[config.mk]
export PLATFORM = sky130hd
export DESIGN_NAME = cmpdc_top
export DESIGN_NICKNAME = d
export VERILOG_FILES = /design/src/core/cmpdc_pkg.sv /design/src/core/cmpdc_top.sv
export VERILOG_INCLUDE_DIRS = /design/src /design/src/core
export SDC_FILE = /design/constraint.sdc
export NUM_CORES = 1
export LEC_CHECK = 0
export BUFFER_PORTS_ARGS = -buffer_cell sky130_fd_sc_hd__buf_2
export CELL_PAD_IN_SITES_DETAIL_PLACEMENT = 0
export CELL_PAD_IN_SITES_GLOBAL_PLACEMENT = 1
export CORE_MARGIN = 3
export CORE_UTILIZATION = 38
export DETAILED_ROUTE_END_ITERATION = 16
export PLACE_DENSITY = 0.85
export SLEW_MARGIN = 20
export SYNTH_ARGS = -nofsm -noshare
export SYNTH_HDL_FRONTEND = slang
export SYNTH_SLANG_ARGS = --single-unit
[constraint.sdc]
create_clock -name pclk -period 4.6 [get_ports pclk]
set_input_delay 0.92 -clock pclk [delete_from_list [all_inputs] [get_ports pclk]]
set_output_delay 0.92 -clock pclk [all_outputs]
set_load 0.05 [all_outputs]
[src/core/cmpdc_regs.svh]
// register offsets, field positions and reset values of the comparator control block
`ifndef CMPDC_REGS_SVH
`define CMPDC_REGS_SVH
`define CMPDC_CTRL0_OFS    12'h000
`define CMPDC_CTRL1_OFS    12'h004
`define CMPDC_MIRROR_OFS   12'h008
`define CMPDC_FLAGS_OFS    12'h00C
`define CMPDC_IRQEN_OFS    12'h010
`define CMPDC_DIR_OFS      12'h014
`define CMPDC_CTRL0_RST    8'h00
`define CMPDC_CTRL1_RST    8'h00
`define CMPDC_DIR_RST      1'h1
`define CMPDC_IRQEN_RST    3'h0
`define CMPDC_UNUSED       3
`define CMPDC_C0_ON        7
`define CMPDC_C0_RES       6
`define CMPDC_C0_PIN       5
`define CMPDC_C0_INV       4
`define CMPDC_C0_SPD       2
`define CMPDC_C0_HYS       1
`define CMPDC_C0_SYNC      0
`define CMPDC_C1_RISE      7
`define CMPDC_C1_FALL      6
`define CMPDC_C1_PLUS_HI   5
`define CMPDC_C1_PLUS_LO   4
`define CMPDC_C1_MINUS_HI  2
`define CMPDC_C1_MINUS_LO  0
`define CMPDC_IE_EDGE      0
`define CMPDC_IE_PERIPH    1
`define CMPDC_IE_GLOBAL    2
`endif

[src/core/cmpdc_pkg.sv]
// types of the comparator control block
`default_nettype none
package cmpdc_pkg;
  typedef logic [1:0] cmpdc_plus_sel_t;
  typedef logic [2:0] cmpdc_minus_sel_t;
  typedef enum logic [1:0] {PLUS_PIN, PLUS_DAC, PLUS_FIXED_REF, PLUS_GROUND} cmpdc_plus_src_t;
  typedef enum logic [2:0] {MINUS_PIN0, MINUS_PIN1, MINUS_RSV2, MINUS_RSV3,
                            MINUS_RSV4, MINUS_RSV5, MINUS_FIXED_REF, MINUS_GROUND} cmpdc_minus_src_t;
endpackage
`default_nettype wire

[src/core/cmpdc_top.sv]
// comparator digital control: registers, result path, edge flag and timer sync
// Summary of operation
// - hysteresis on only while control bit set
// - sync mode captures result on timer fall
// - capture clocked by prescaler output clock
// - sync clear passes result untimed
// - timer counts on rising edge only
// - result offered as timer gate source
// - rising result edge sets flag if enabled
// - falling result edge sets flag if enabled
// - both detectors feed one event flag
// - interrupt needs all three enables
// - flag cleared by software; set wins
// - polarity or enable toggles still flag
// - result is comparison xor invert bit
// - pin driven by pin bit and direction, not by enable
// - enable bit powers the comparator
// - speed bit picks fast or low power
// - plus input select two-bit mapping
// - minus input select three-bit mapping
// - mirror register holds result lsb
// - unused bits read zero
// - internal result resampled each cycle
// - timed result to adc, untimed to generator
`timescale 1ns/1ps
`default_nettype none
`include "cmpdc_regs.svh"

module cmpdc_top
  import cmpdc_pkg::*;
(
  input  wire logic                     pclk,
  input  wire logic                     presetn,
  input  wire logic                     clk_en,
  input  wire logic                     psel,
  input  wire logic                     penable,
  input  wire logic                     pwrite,
  input  wire logic [11:0]              paddr,
  input  wire logic [31:0]              pwdata,
  input  wire logic [3:0]               pstrb,
  output logic      [31:0]              prdata,
  output logic                          pready,
  output logic                          pslverr,
  input  wire logic                     raw_compare,
  input  wire logic                     timer_count_clk,
  output logic                          comparator_on,
  output logic                          speed_select,
  output logic                          hysteresis_on,
  output cmpdc_pkg::cmpdc_plus_sel_t    plus_input_select,
  output cmpdc_pkg::cmpdc_minus_sel_t   minus_input_select,
  output logic                          timed_result,
  output logic                          untimed_result,
  output logic                          timer_gate,
  output logic                          result_pin_out,
  output logic                          result_pin_oe_n,
  output logic                          irq
);
  import cmpdc_pkg::*;

  logic [7:0] ctrl0_r;
  logic [7:0] ctrl1_r;
  logic [2:0] irq_en_r;
  logic       pin_direction_r;
  logic       edge_event_flag_r;
  logic [1:0] raw_sync_r;
  logic [1:0] tclk_sync_r;
  logic       tclk_prev_r;
  logic       comparator_result_r;
  logic       result_prev_r;
  logic       sync_latch_r;
  logic       pready_r;

  logic wr_acc;
  logic rd_acc;
  logic comp_now;
  logic timer_fall;
  logic rise_evt;
  logic fall_evt;
  logic set_evt;
  logic clr_evt;
  logic out_sel;
  logic [7:0] rd_byte;
  logic       addr_ok;

  assign wr_acc = clk_en && psel && penable && pwrite && pready_r;
  assign rd_acc = clk_en && psel && penable && !pwrite && pready_r;

  always_comb
  begin
    addr_ok = 1'b1;
    rd_byte = 8'h00;
    case (paddr)
      `CMPDC_CTRL0_OFS:  rd_byte = {ctrl0_r[7], comparator_result_r, ctrl0_r[5:4], 1'b0, ctrl0_r[2:0]};
      `CMPDC_CTRL1_OFS:  rd_byte = {ctrl1_r[7:4], 1'b0, ctrl1_r[2:0]};
      `CMPDC_MIRROR_OFS: rd_byte = {7'h00, comparator_result_r};
      `CMPDC_FLAGS_OFS:  rd_byte = {7'h00, edge_event_flag_r};
      `CMPDC_IRQEN_OFS:  rd_byte = {5'h00, irq_en_r};
      `CMPDC_DIR_OFS:    rd_byte = {7'h00, pin_direction_r};
      default:           addr_ok = 1'b0;
    endcase
  end

  // checked where the read completes, with prdata standing
  a_mirror_upper_zero: assert property (@(posedge pclk) disable iff (!presetn)
    rd_acc && paddr == `CMPDC_MIRROR_OFS |-> prdata[31:1] == 31'h0000_0000)
    else $error("mirror upper bits not zero");

  // one wait state: pready rises in the second access cycle
  always_ff @(posedge pclk or negedge presetn)
  begin
    if (!presetn)
    begin
      pready_r <= 1'b0;
      prdata   <= 32'h0000_0000;
      pslverr  <= 1'b0;
    end
    else if (clk_en)
    begin
      pready_r <= psel && penable && !pready_r;
      if (psel && penable && !pready_r)
      begin
        prdata  <= pwrite ? 32'h0000_0000 : {24'h00_0000, rd_byte};
        pslverr <= !addr_ok;
      end
      else
      begin
        pslverr <= 1'b0;
      end
    end
  end
  assign pready = pready_r;

  always_ff @(posedge pclk or negedge presetn)
  begin
    if (!presetn)
    begin
      ctrl0_r         <= `CMPDC_CTRL0_RST;
      ctrl1_r         <= `CMPDC_CTRL1_RST;
      irq_en_r        <= `CMPDC_IRQEN_RST;
      pin_direction_r <= `CMPDC_DIR_RST;
    end
    else if (wr_acc && pstrb[0])
    begin
      case (paddr)
        `CMPDC_CTRL0_OFS: ctrl0_r  <= {pwdata[7], 1'b0, pwdata[5:4], 1'b0, pwdata[2:0]};
        `CMPDC_CTRL1_OFS: ctrl1_r  <= {pwdata[7:4], 1'b0, pwdata[2:0]};
        `CMPDC_IRQEN_OFS: irq_en_r <= pwdata[2:0];
        `CMPDC_DIR_OFS:   pin_direction_r <= pwdata[0];
        default:          ;
      endcase
    end
  end

  // unused positions are never stored, so reads cannot expose them
  a_unused_bits_zero: assert property (@(posedge pclk) disable iff (!presetn)
    !ctrl0_r[`CMPDC_C0_RES] && !ctrl0_r[`CMPDC_UNUSED] && !ctrl1_r[`CMPDC_UNUSED])
    else $error("unused control bit set");

  // two-stage synchroniser for the analog result
  always_ff @(posedge pclk or negedge presetn)
  begin
    if (!presetn)
      raw_sync_r <= 2'b00;
    else if (clk_en)
      raw_sync_r <= {raw_sync_r[0], raw_compare};
  end

  // timer clock input is already the prescaled clock; synchronised here
  always_ff @(posedge pclk or negedge presetn)
  begin
    if (!presetn)
    begin
      tclk_sync_r <= 2'b00;
      tclk_prev_r <= 1'b0;
    end
    else if (clk_en)
    begin
      tclk_sync_r <= {tclk_sync_r[0], timer_count_clk};
      tclk_prev_r <= tclk_sync_r[1];
    end
  end
  assign timer_fall = tclk_prev_r && !tclk_sync_r[1];

  // polarity; disabled comparator still yields an inverted level
  // off comparator output reads low before inversion
  assign comp_now = (ctrl0_r[`CMPDC_C0_ON] & raw_sync_r[1]) ^ ctrl0_r[`CMPDC_C0_INV];

  always_ff @(posedge pclk or negedge presetn)
  begin
    if (!presetn)
    begin
      comparator_result_r <= 1'b0;
      result_prev_r       <= 1'b0;
    end
    else if (clk_en)
    begin
      comparator_result_r <= comp_now;
      result_prev_r       <= comparator_result_r;
    end
  end

  // capture on timer clock fall; timer counts on the rise, so no race
  always_ff @(posedge pclk or negedge presetn)
  begin
    if (!presetn)
      sync_latch_r <= 1'b0;
    else if (clk_en && timer_fall)
      sync_latch_r <= comparator_result_r;
  end

  // the latch reads the resampled result, so the timer never races it
  a_sync_capture: assert property (@(posedge pclk) disable iff (!presetn)
    clk_en && timer_fall |=> sync_latch_r == $past(comparator_result_r))
    else $error("sync latch missed a timer fall");
  a_timed_from_latch: assert property (@(posedge pclk) disable iff (!presetn)
    clk_en && ctrl0_r[`CMPDC_C0_SYNC] |=> timed_result == $past(sync_latch_r))
    else $error("timed result not from latch");

  assign out_sel = ctrl0_r[`CMPDC_C0_SYNC] ? sync_latch_r : comparator_result_r;

  assign rise_evt = ctrl1_r[`CMPDC_C1_RISE] && comparator_result_r && !result_prev_r;
  assign fall_evt = ctrl1_r[`CMPDC_C1_FALL] && !comparator_result_r && result_prev_r;
  assign set_evt  = rise_evt || fall_evt;
  // writing 0 clears; writing 1 is harmless, so stray writes keep the flag
  assign clr_evt  = wr_acc && pstrb[0] && (paddr == `CMPDC_FLAGS_OFS) && !pwdata[0];

  always_ff @(posedge pclk or negedge presetn)
  begin
    if (!presetn)
      edge_event_flag_r <= 1'b0;
    else if (clk_en)
    begin
      if (set_evt)
        edge_event_flag_r <= 1'b1;
      else if (clr_evt)
        edge_event_flag_r <= 1'b0;
    end
  end

  a_clear_takes: assert property (@(posedge pclk) disable iff (!presetn)
    clk_en && clr_evt && !set_evt |=> !edge_event_flag_r)
    else $error("flag not cleared by write");
  // a stalled instruction cycle must leave every flop alone
  a_freeze_state: assert property (@(posedge pclk) disable iff (!presetn)
    !clk_en |=> $stable(ctrl0_r) && $stable(edge_event_flag_r) && $stable(comparator_result_r) && $stable(pready))
    else $error("state moved while frozen");
  a_rise_masked: assert property (@(posedge pclk) disable iff (!presetn)
    clk_en && !edge_event_flag_r && !ctrl1_r[`CMPDC_C1_RISE] && !fall_evt |=> !edge_event_flag_r)
    else $error("masked rise set flag");
  a_fall_masked: assert property (@(posedge pclk) disable iff (!presetn)
    clk_en && !edge_event_flag_r && !ctrl1_r[`CMPDC_C1_FALL] && !rise_evt |=> !edge_event_flag_r)
    else $error("masked fall set flag");
  a_result_when_off: assert property (@(posedge pclk) disable iff (!presetn)
    clk_en && !ctrl0_r[`CMPDC_C0_ON] |=> comparator_result_r == $past(ctrl0_r[`CMPDC_C0_INV]))
    else $error("off result not polarity level");

  always_ff @(posedge pclk or negedge presetn)
  begin
    if (!presetn)
    begin
      comparator_on      <= 1'b0;
      speed_select       <= 1'b0;
      hysteresis_on      <= 1'b0;
      plus_input_select  <= 2'b00;
      minus_input_select <= 3'b000;
      timed_result       <= 1'b0;
      untimed_result     <= 1'b0;
      timer_gate         <= 1'b0;
      result_pin_out     <= 1'b0;
      result_pin_oe_n    <= 1'b1;
      irq                <= 1'b0;
    end
    else if (clk_en)
    begin
      comparator_on      <= ctrl0_r[`CMPDC_C0_ON];
      speed_select       <= ctrl0_r[`CMPDC_C0_SPD];
      hysteresis_on      <= ctrl0_r[`CMPDC_C0_HYS];
      // plus select mapping passed to analog core
      plus_input_select  <= ctrl1_r[`CMPDC_C1_PLUS_HI:`CMPDC_C1_PLUS_LO];
      // minus select, reserved codes passed unchanged
      minus_input_select <= ctrl1_r[`CMPDC_C1_MINUS_HI:`CMPDC_C1_MINUS_LO];
      // timed to adc and timer, untimed to generator
      timed_result       <= out_sel;
      untimed_result     <= comparator_result_r;
      timer_gate         <= out_sel;
      result_pin_out     <= out_sel;
      result_pin_oe_n    <= !(ctrl0_r[`CMPDC_C0_PIN] && !pin_direction_r);
      irq                <= edge_event_flag_r && (&irq_en_r);
    end
  end

  // each output trails its control bit or source by one edge
  a_enable_follow: assert property (@(posedge pclk) disable iff (!presetn)
    clk_en |=> comparator_on == $past(ctrl0_r[`CMPDC_C0_ON]))
    else $error("enable output not following bit");
  a_speed_follow: assert property (@(posedge pclk) disable iff (!presetn)
    clk_en |=> speed_select == $past(ctrl0_r[`CMPDC_C0_SPD]))
    else $error("speed output not following bit");
  a_plus_follow: assert property (@(posedge pclk) disable iff (!presetn)
    clk_en |=> plus_input_select == $past(ctrl1_r[`CMPDC_C1_PLUS_HI:`CMPDC_C1_PLUS_LO]))
    else $error("plus select not following field");
  a_minus_follow: assert property (@(posedge pclk) disable iff (!presetn)
    clk_en |=> minus_input_select == $past(ctrl1_r[`CMPDC_C1_MINUS_HI:`CMPDC_C1_MINUS_LO]))
    else $error("minus select not following field");
  a_untimed_path: assert property (@(posedge pclk) disable iff (!presetn)
    clk_en |=> untimed_result == $past(comparator_result_r))
    else $error("untimed result re-timed");
  a_gate_pin_same: assert property (@(posedge pclk) disable iff (!presetn)
    timer_gate == timed_result && result_pin_out == timed_result)
    else $error("gate or pin differs from timed result");
  a_pin_drive_on: assert property (@(posedge pclk) disable iff (!presetn)
    clk_en && ctrl0_r[`CMPDC_C0_PIN] && !pin_direction_r |=> !result_pin_oe_n)
    else $error("pin not driven when selected");
  a_irq_all_set: assert property (@(posedge pclk) disable iff (!presetn)
    clk_en && edge_event_flag_r && (&irq_en_r) |=> irq)
    else $error("irq missing with all enables");
  a_irq_needs_flag: assert property (@(posedge pclk) disable iff (!presetn)
    clk_en && !edge_event_flag_r |=> !irq)
    else $error("irq without flag");

  a_flag_set_wins: assert property (@(posedge pclk) disable iff (!presetn)
    clk_en && set_evt |=> edge_event_flag_r)
    else $error("edge flag lost on set");
  a_rise_sets_flag: assert property (@(posedge pclk) disable iff (!presetn)
    clk_en && ctrl1_r[7] && comparator_result_r && !result_prev_r |=> edge_event_flag_r)
    else $error("rise did not set flag");
  a_fall_sets_flag: assert property (@(posedge pclk) disable iff (!presetn)
    clk_en && ctrl1_r[6] && !comparator_result_r && result_prev_r |=> edge_event_flag_r)
    else $error("fall did not set flag");
  a_no_edge_hold: assert property (@(posedge pclk) disable iff (!presetn)
    clk_en && !set_evt && !clr_evt |=> edge_event_flag_r == $past(edge_event_flag_r))
    else $error("flag changed without cause");
  a_irq_gating: assert property (@(posedge pclk) disable iff (!presetn)
    clk_en && !(&irq_en_r) |=> !irq)
    else $error("irq without all enables");
  a_pin_direction: assert property (@(posedge pclk) disable iff (!presetn)
    clk_en && pin_direction_r |=> result_pin_oe_n)
    else $error("pin driven while input");
  a_sync_bypass: assert property (@(posedge pclk) disable iff (!presetn)
    clk_en && !ctrl0_r[0] |=> timed_result == $past(comparator_result_r))
    else $error("bypass result wrong");
  a_sync_hold: assert property (@(posedge pclk) disable iff (!presetn)
    clk_en && ctrl0_r[0] && !timer_fall |=> sync_latch_r == $past(sync_latch_r))
    else $error("sync latch moved off fall");
  a_polarity_map: assert property (@(posedge pclk) disable iff (!presetn)
    clk_en |=> comparator_result_r == $past(comp_now))
    else $error("result not polarity adjusted");
  a_hys_follow: assert property (@(posedge pclk) disable iff (!presetn)
    clk_en ##1 clk_en |-> hysteresis_on == $past(ctrl0_r[1]))
    else $error("hysteresis not following bit");

  c_rise_event: cover property (@(posedge pclk) disable iff (!presetn) rise_evt);
  c_fall_event: cover property (@(posedge pclk) disable iff (!presetn) fall_evt);
  c_set_and_clr: cover property (@(posedge pclk) disable iff (!presetn) set_evt && clr_evt);
  c_irq_raised: cover property (@(posedge pclk) disable iff (!presetn) irq);
  c_sync_capture: cover property (@(posedge pclk) disable iff (!presetn) clk_en && timer_fall && ctrl0_r[0]);

endmodule // cmpdc_top
`default_nettype wire

==> impl_results.md <==
- Largest net degree at the start of global routing: 47
- Initial antenna violation count: 0
- Fmax achieved: about 0.38 GHz
- I/O pins: 104
- Htree depth: 2
- Max-Cap Viols: 0
- Arrival @ worst endpoint: roughly 2.8 ns
- Adder-cell share of the synthesized area: 0%
- CP startpoint kind: input port
- Worst-path clk slew: 0.08 ns
- Fin util: 45.9%
- Post-DP HPWL: 3100 um
- Leak: approximately 1.3 nW
- Clock Path Buffers: 2
- Critical path type: in2reg
- Yosys reg bits: between 40 and 50
- Total CTS buffers: 5
- Setup slack, reg-to-reg: around 2.7 ns
- DR iter-0 viols: 54
- Syn Std Cell Area: approximately 0.0022 mm^2
- Worst vdd ir: 0.000172 V
- PortBufs: 50
- Die Ht: a little over 80 um
- Setup total negative slack: 0 ns
- Antenna Violating Nets Remaining: 0
- Die ar.: 0.00686 mm^2
- Congestion Overflow GR: 0
- Share of layout cells above drive strength 1: 41.3%
- RSZ-0062 raised after global routing: no
- Synth warn: 0
- Synth Area in Simple Gates: just under 10%
- Netlist cell types: 34
- Syn avg cell area: 12.0 um^2
- First-pass GRT wire length: 6870 um
- Clk_skew: 0.00477 ns
- Post-layout min period: roughly 2.7 ns
- Routed WL: 4200 um
- Final net count: 290
- Number of setup buffers added after CTS: 0
- Worst-margin pin slew: 0.572 ns
- Clock latency on the worst-skew pair: about 0.30 ns
- Xor/xnor share of the synthesized area: 0.390%
- Die X: 82.8 um
- CTS tree: built
- Largest fanout on the critical path: 27
- Num rows: 27
- Resize count post-CTS: 0
- Status: finished, final reports clean
- CTS root buf: clkbuf_8
- Number of global-route vias before repair: approximately 1,400
- RePlAce Congestion: 0.751
- Crit share post-route: 57.6%
- Max_slew headroom: 61.9%
- Slew Limit Fails: 0
- CP required: roughly 4.8 ns
- GRT Util Overall: 12.4%
- Core area: 0.00561 mm^2
- N_diodes: 0
- Drt pass-1 iters: 4
- DR DRC count: 0
- Min-Delay Path Class: reg2reg
- DR vias/cell: 4.60
- Number of clock sinks: 46
- Area growth syn-to-layout: 14.8%
- Compound-Gate Fraction of Synth Area: 4.85%
- Detailed-route wire length per cell: 13.7 um
- Cells after Synth: 187
- Register area share after synthesis: between 50% and 60%
- Hold buffers post-CTS: 0
- Critical Path End Type: flip-flop
- Vias: 1,411
- P per Cell Area: 354 mW/mm^2
- Initial Util: 40.0%
- # setup viols final: 0
- Final hold vios: 0
- Proportion of synthesized area in mux cells: 21.4%
- Main combinational cell family by area after synthesis: multiplexers
==> synthesized netlist by cell type <==
cell / instances / area (um^2)
o22ai_1: 1 / 6.26
xor2_1: 1 / 8.76
or4_1: 1 / 7.51
mux2i_1: 7 / 70.1
nand3b_1: 1 / 7.51
nor4_2: 1 / 12.5
nand2_1: 13 / 48.8
conb_1: 1 / 3.75
nor3_1: 1 / 5.00
nand4b_1: 2 / 17.5
inv_1: 7 / 26.3
nor4_1: 2 / 12.5
buf_6: 2 / 22.5
buf_1: 1 / 3.75
or3_1: 2 / 12.5
nand4_1: 2 / 12.5
mux4_2: 1 / 22.5
mux2_2: 25 / 282
buf_4: 27 / 203
mux2_4: 7 / 105
nor4b_2: 1 / 15.0
nand3_2: 1 / 10.0
a21oi_1: 4 / 20.0
or3_4: 1 / 11.3
o21ai_0: 9 / 45.0
dfstp_2: 2 / 52.6
o41a_1: 1 / 11.3
a31oi_1: 3 / 18.8
o31ai_1: 1 / 7.51
nor2_1: 8 / 30.0
dfrtp_1: 44 / 1100
clkbuf_1: 4 / 15.0
nand3_1: 2 / 10.0
nor2b_1: 1 / 6.26
==> critical path, cell delays in order <==
cell     delay [ns]
buf_2          0.45
nand3_2        0.13
or3_4          0.39
or3_1          0.54
mux2_4         0.37
==> metrics by stage <==
step                hold slack [ns]  setup slack, ns  cells  area [um^2]  power (mW)
detailed placement            0.445             1.61    299         2430       0.555
finish                        0.468             1.95    307         2570       0.911
global placement              0.433             1.63    299         2430       0.553
floorplan                     0.409             2.26    211         2330       0.542
CTS                           0.472             1.92    307         2570       0.920
global route                  0.504             1.87    307         2570       0.949
==> placed cells by master, fill, tap and decap left out <==
cell,n
nand4b_1,2
a31oi_1,3
mux2_4,7
bufinv_16,2
mux4_2,1
inv_1,7
a21oi_1,4
nor4_1,2
clkbuf_8,6
nor3_1,1
or3_1,2
dfstp_2,2
nand3b_1,1
o31ai_1,1
nor2_1,8
nor2b_1,1
nor4_2,1
o22ai_1,1
buf_4,1
dfrtp_1,44
nand3_2,1
mux2i_1,7
or3_4,1
o21ai_0,9
nor4b_2,1
nand4_1,2
buf_2,49
mux2_2,25
conb_1,25
nand3_1,2
nand2_1,13
o41a_1,1
xor2_1,1
or4_1,1
==> layer usage <==
layer  track usage [%]  up-vias  wire, um
li1                  -      691         -
met1              16.7      666      1960
met2              18.8       46      1930
met3              3.77        8       251
met4              4.46        0        65
met5                 0        -         0
==> state kept, by name, indices dropped and copies added, names as in the netlist, 2 cells and up <==
signal              flops
raw_sync_r              2
ctrl0_r                 6
ctrl1_r                 7
prdata                  7
plus_input_select       2
irq_en_r                3
minus_input_select      3
tclk_sync_r             2
==> cell families after synthesis <==
kind of cell / count (synthesis)
xor+xnor: 1
compound gates: 19
other cells: 1
buf+inv: 41
mux: 40
flops: 46
simple gates: 39
==> final timing paths <==
| kind | start | cells past startpoint | end |
|---|---|---|---|
| max | clk_en | 5 | ctrl1_r[7] |
| min | ctrl0_r[5] | 1 | result_pin_oe_n |
| max reg2reg | pready | 4 | ctrl1_r[7] |
| min reg2reg | ctrl0_r[5] | 1 | result_pin_oe_n |
| max in group asynchronous | presetn | 1 | sync_latch_r |
| min in group asynchronous | presetn | 1 | pslverr |
==> cell type report <==
class	instances	area (um^2)
clock buffer	6	82.6
fill	544	3030
tap	72	90.1
sequential	46	1150
inverter	7	26.3
multi-input combinational	124	910
clock inverter	2	60.1
timing repair buffer	50	253
==> power breakdown <==
part	internal, mW	leakage, nW	switching (mW)	total (mW)
Clock	0.232	0.0714	0.134	0.366
Combinational	0.0270	0.637	0.0921	0.119
Sequential	0.418	0.616	0.00870	0.426
(Power assumes the default switching activity.)
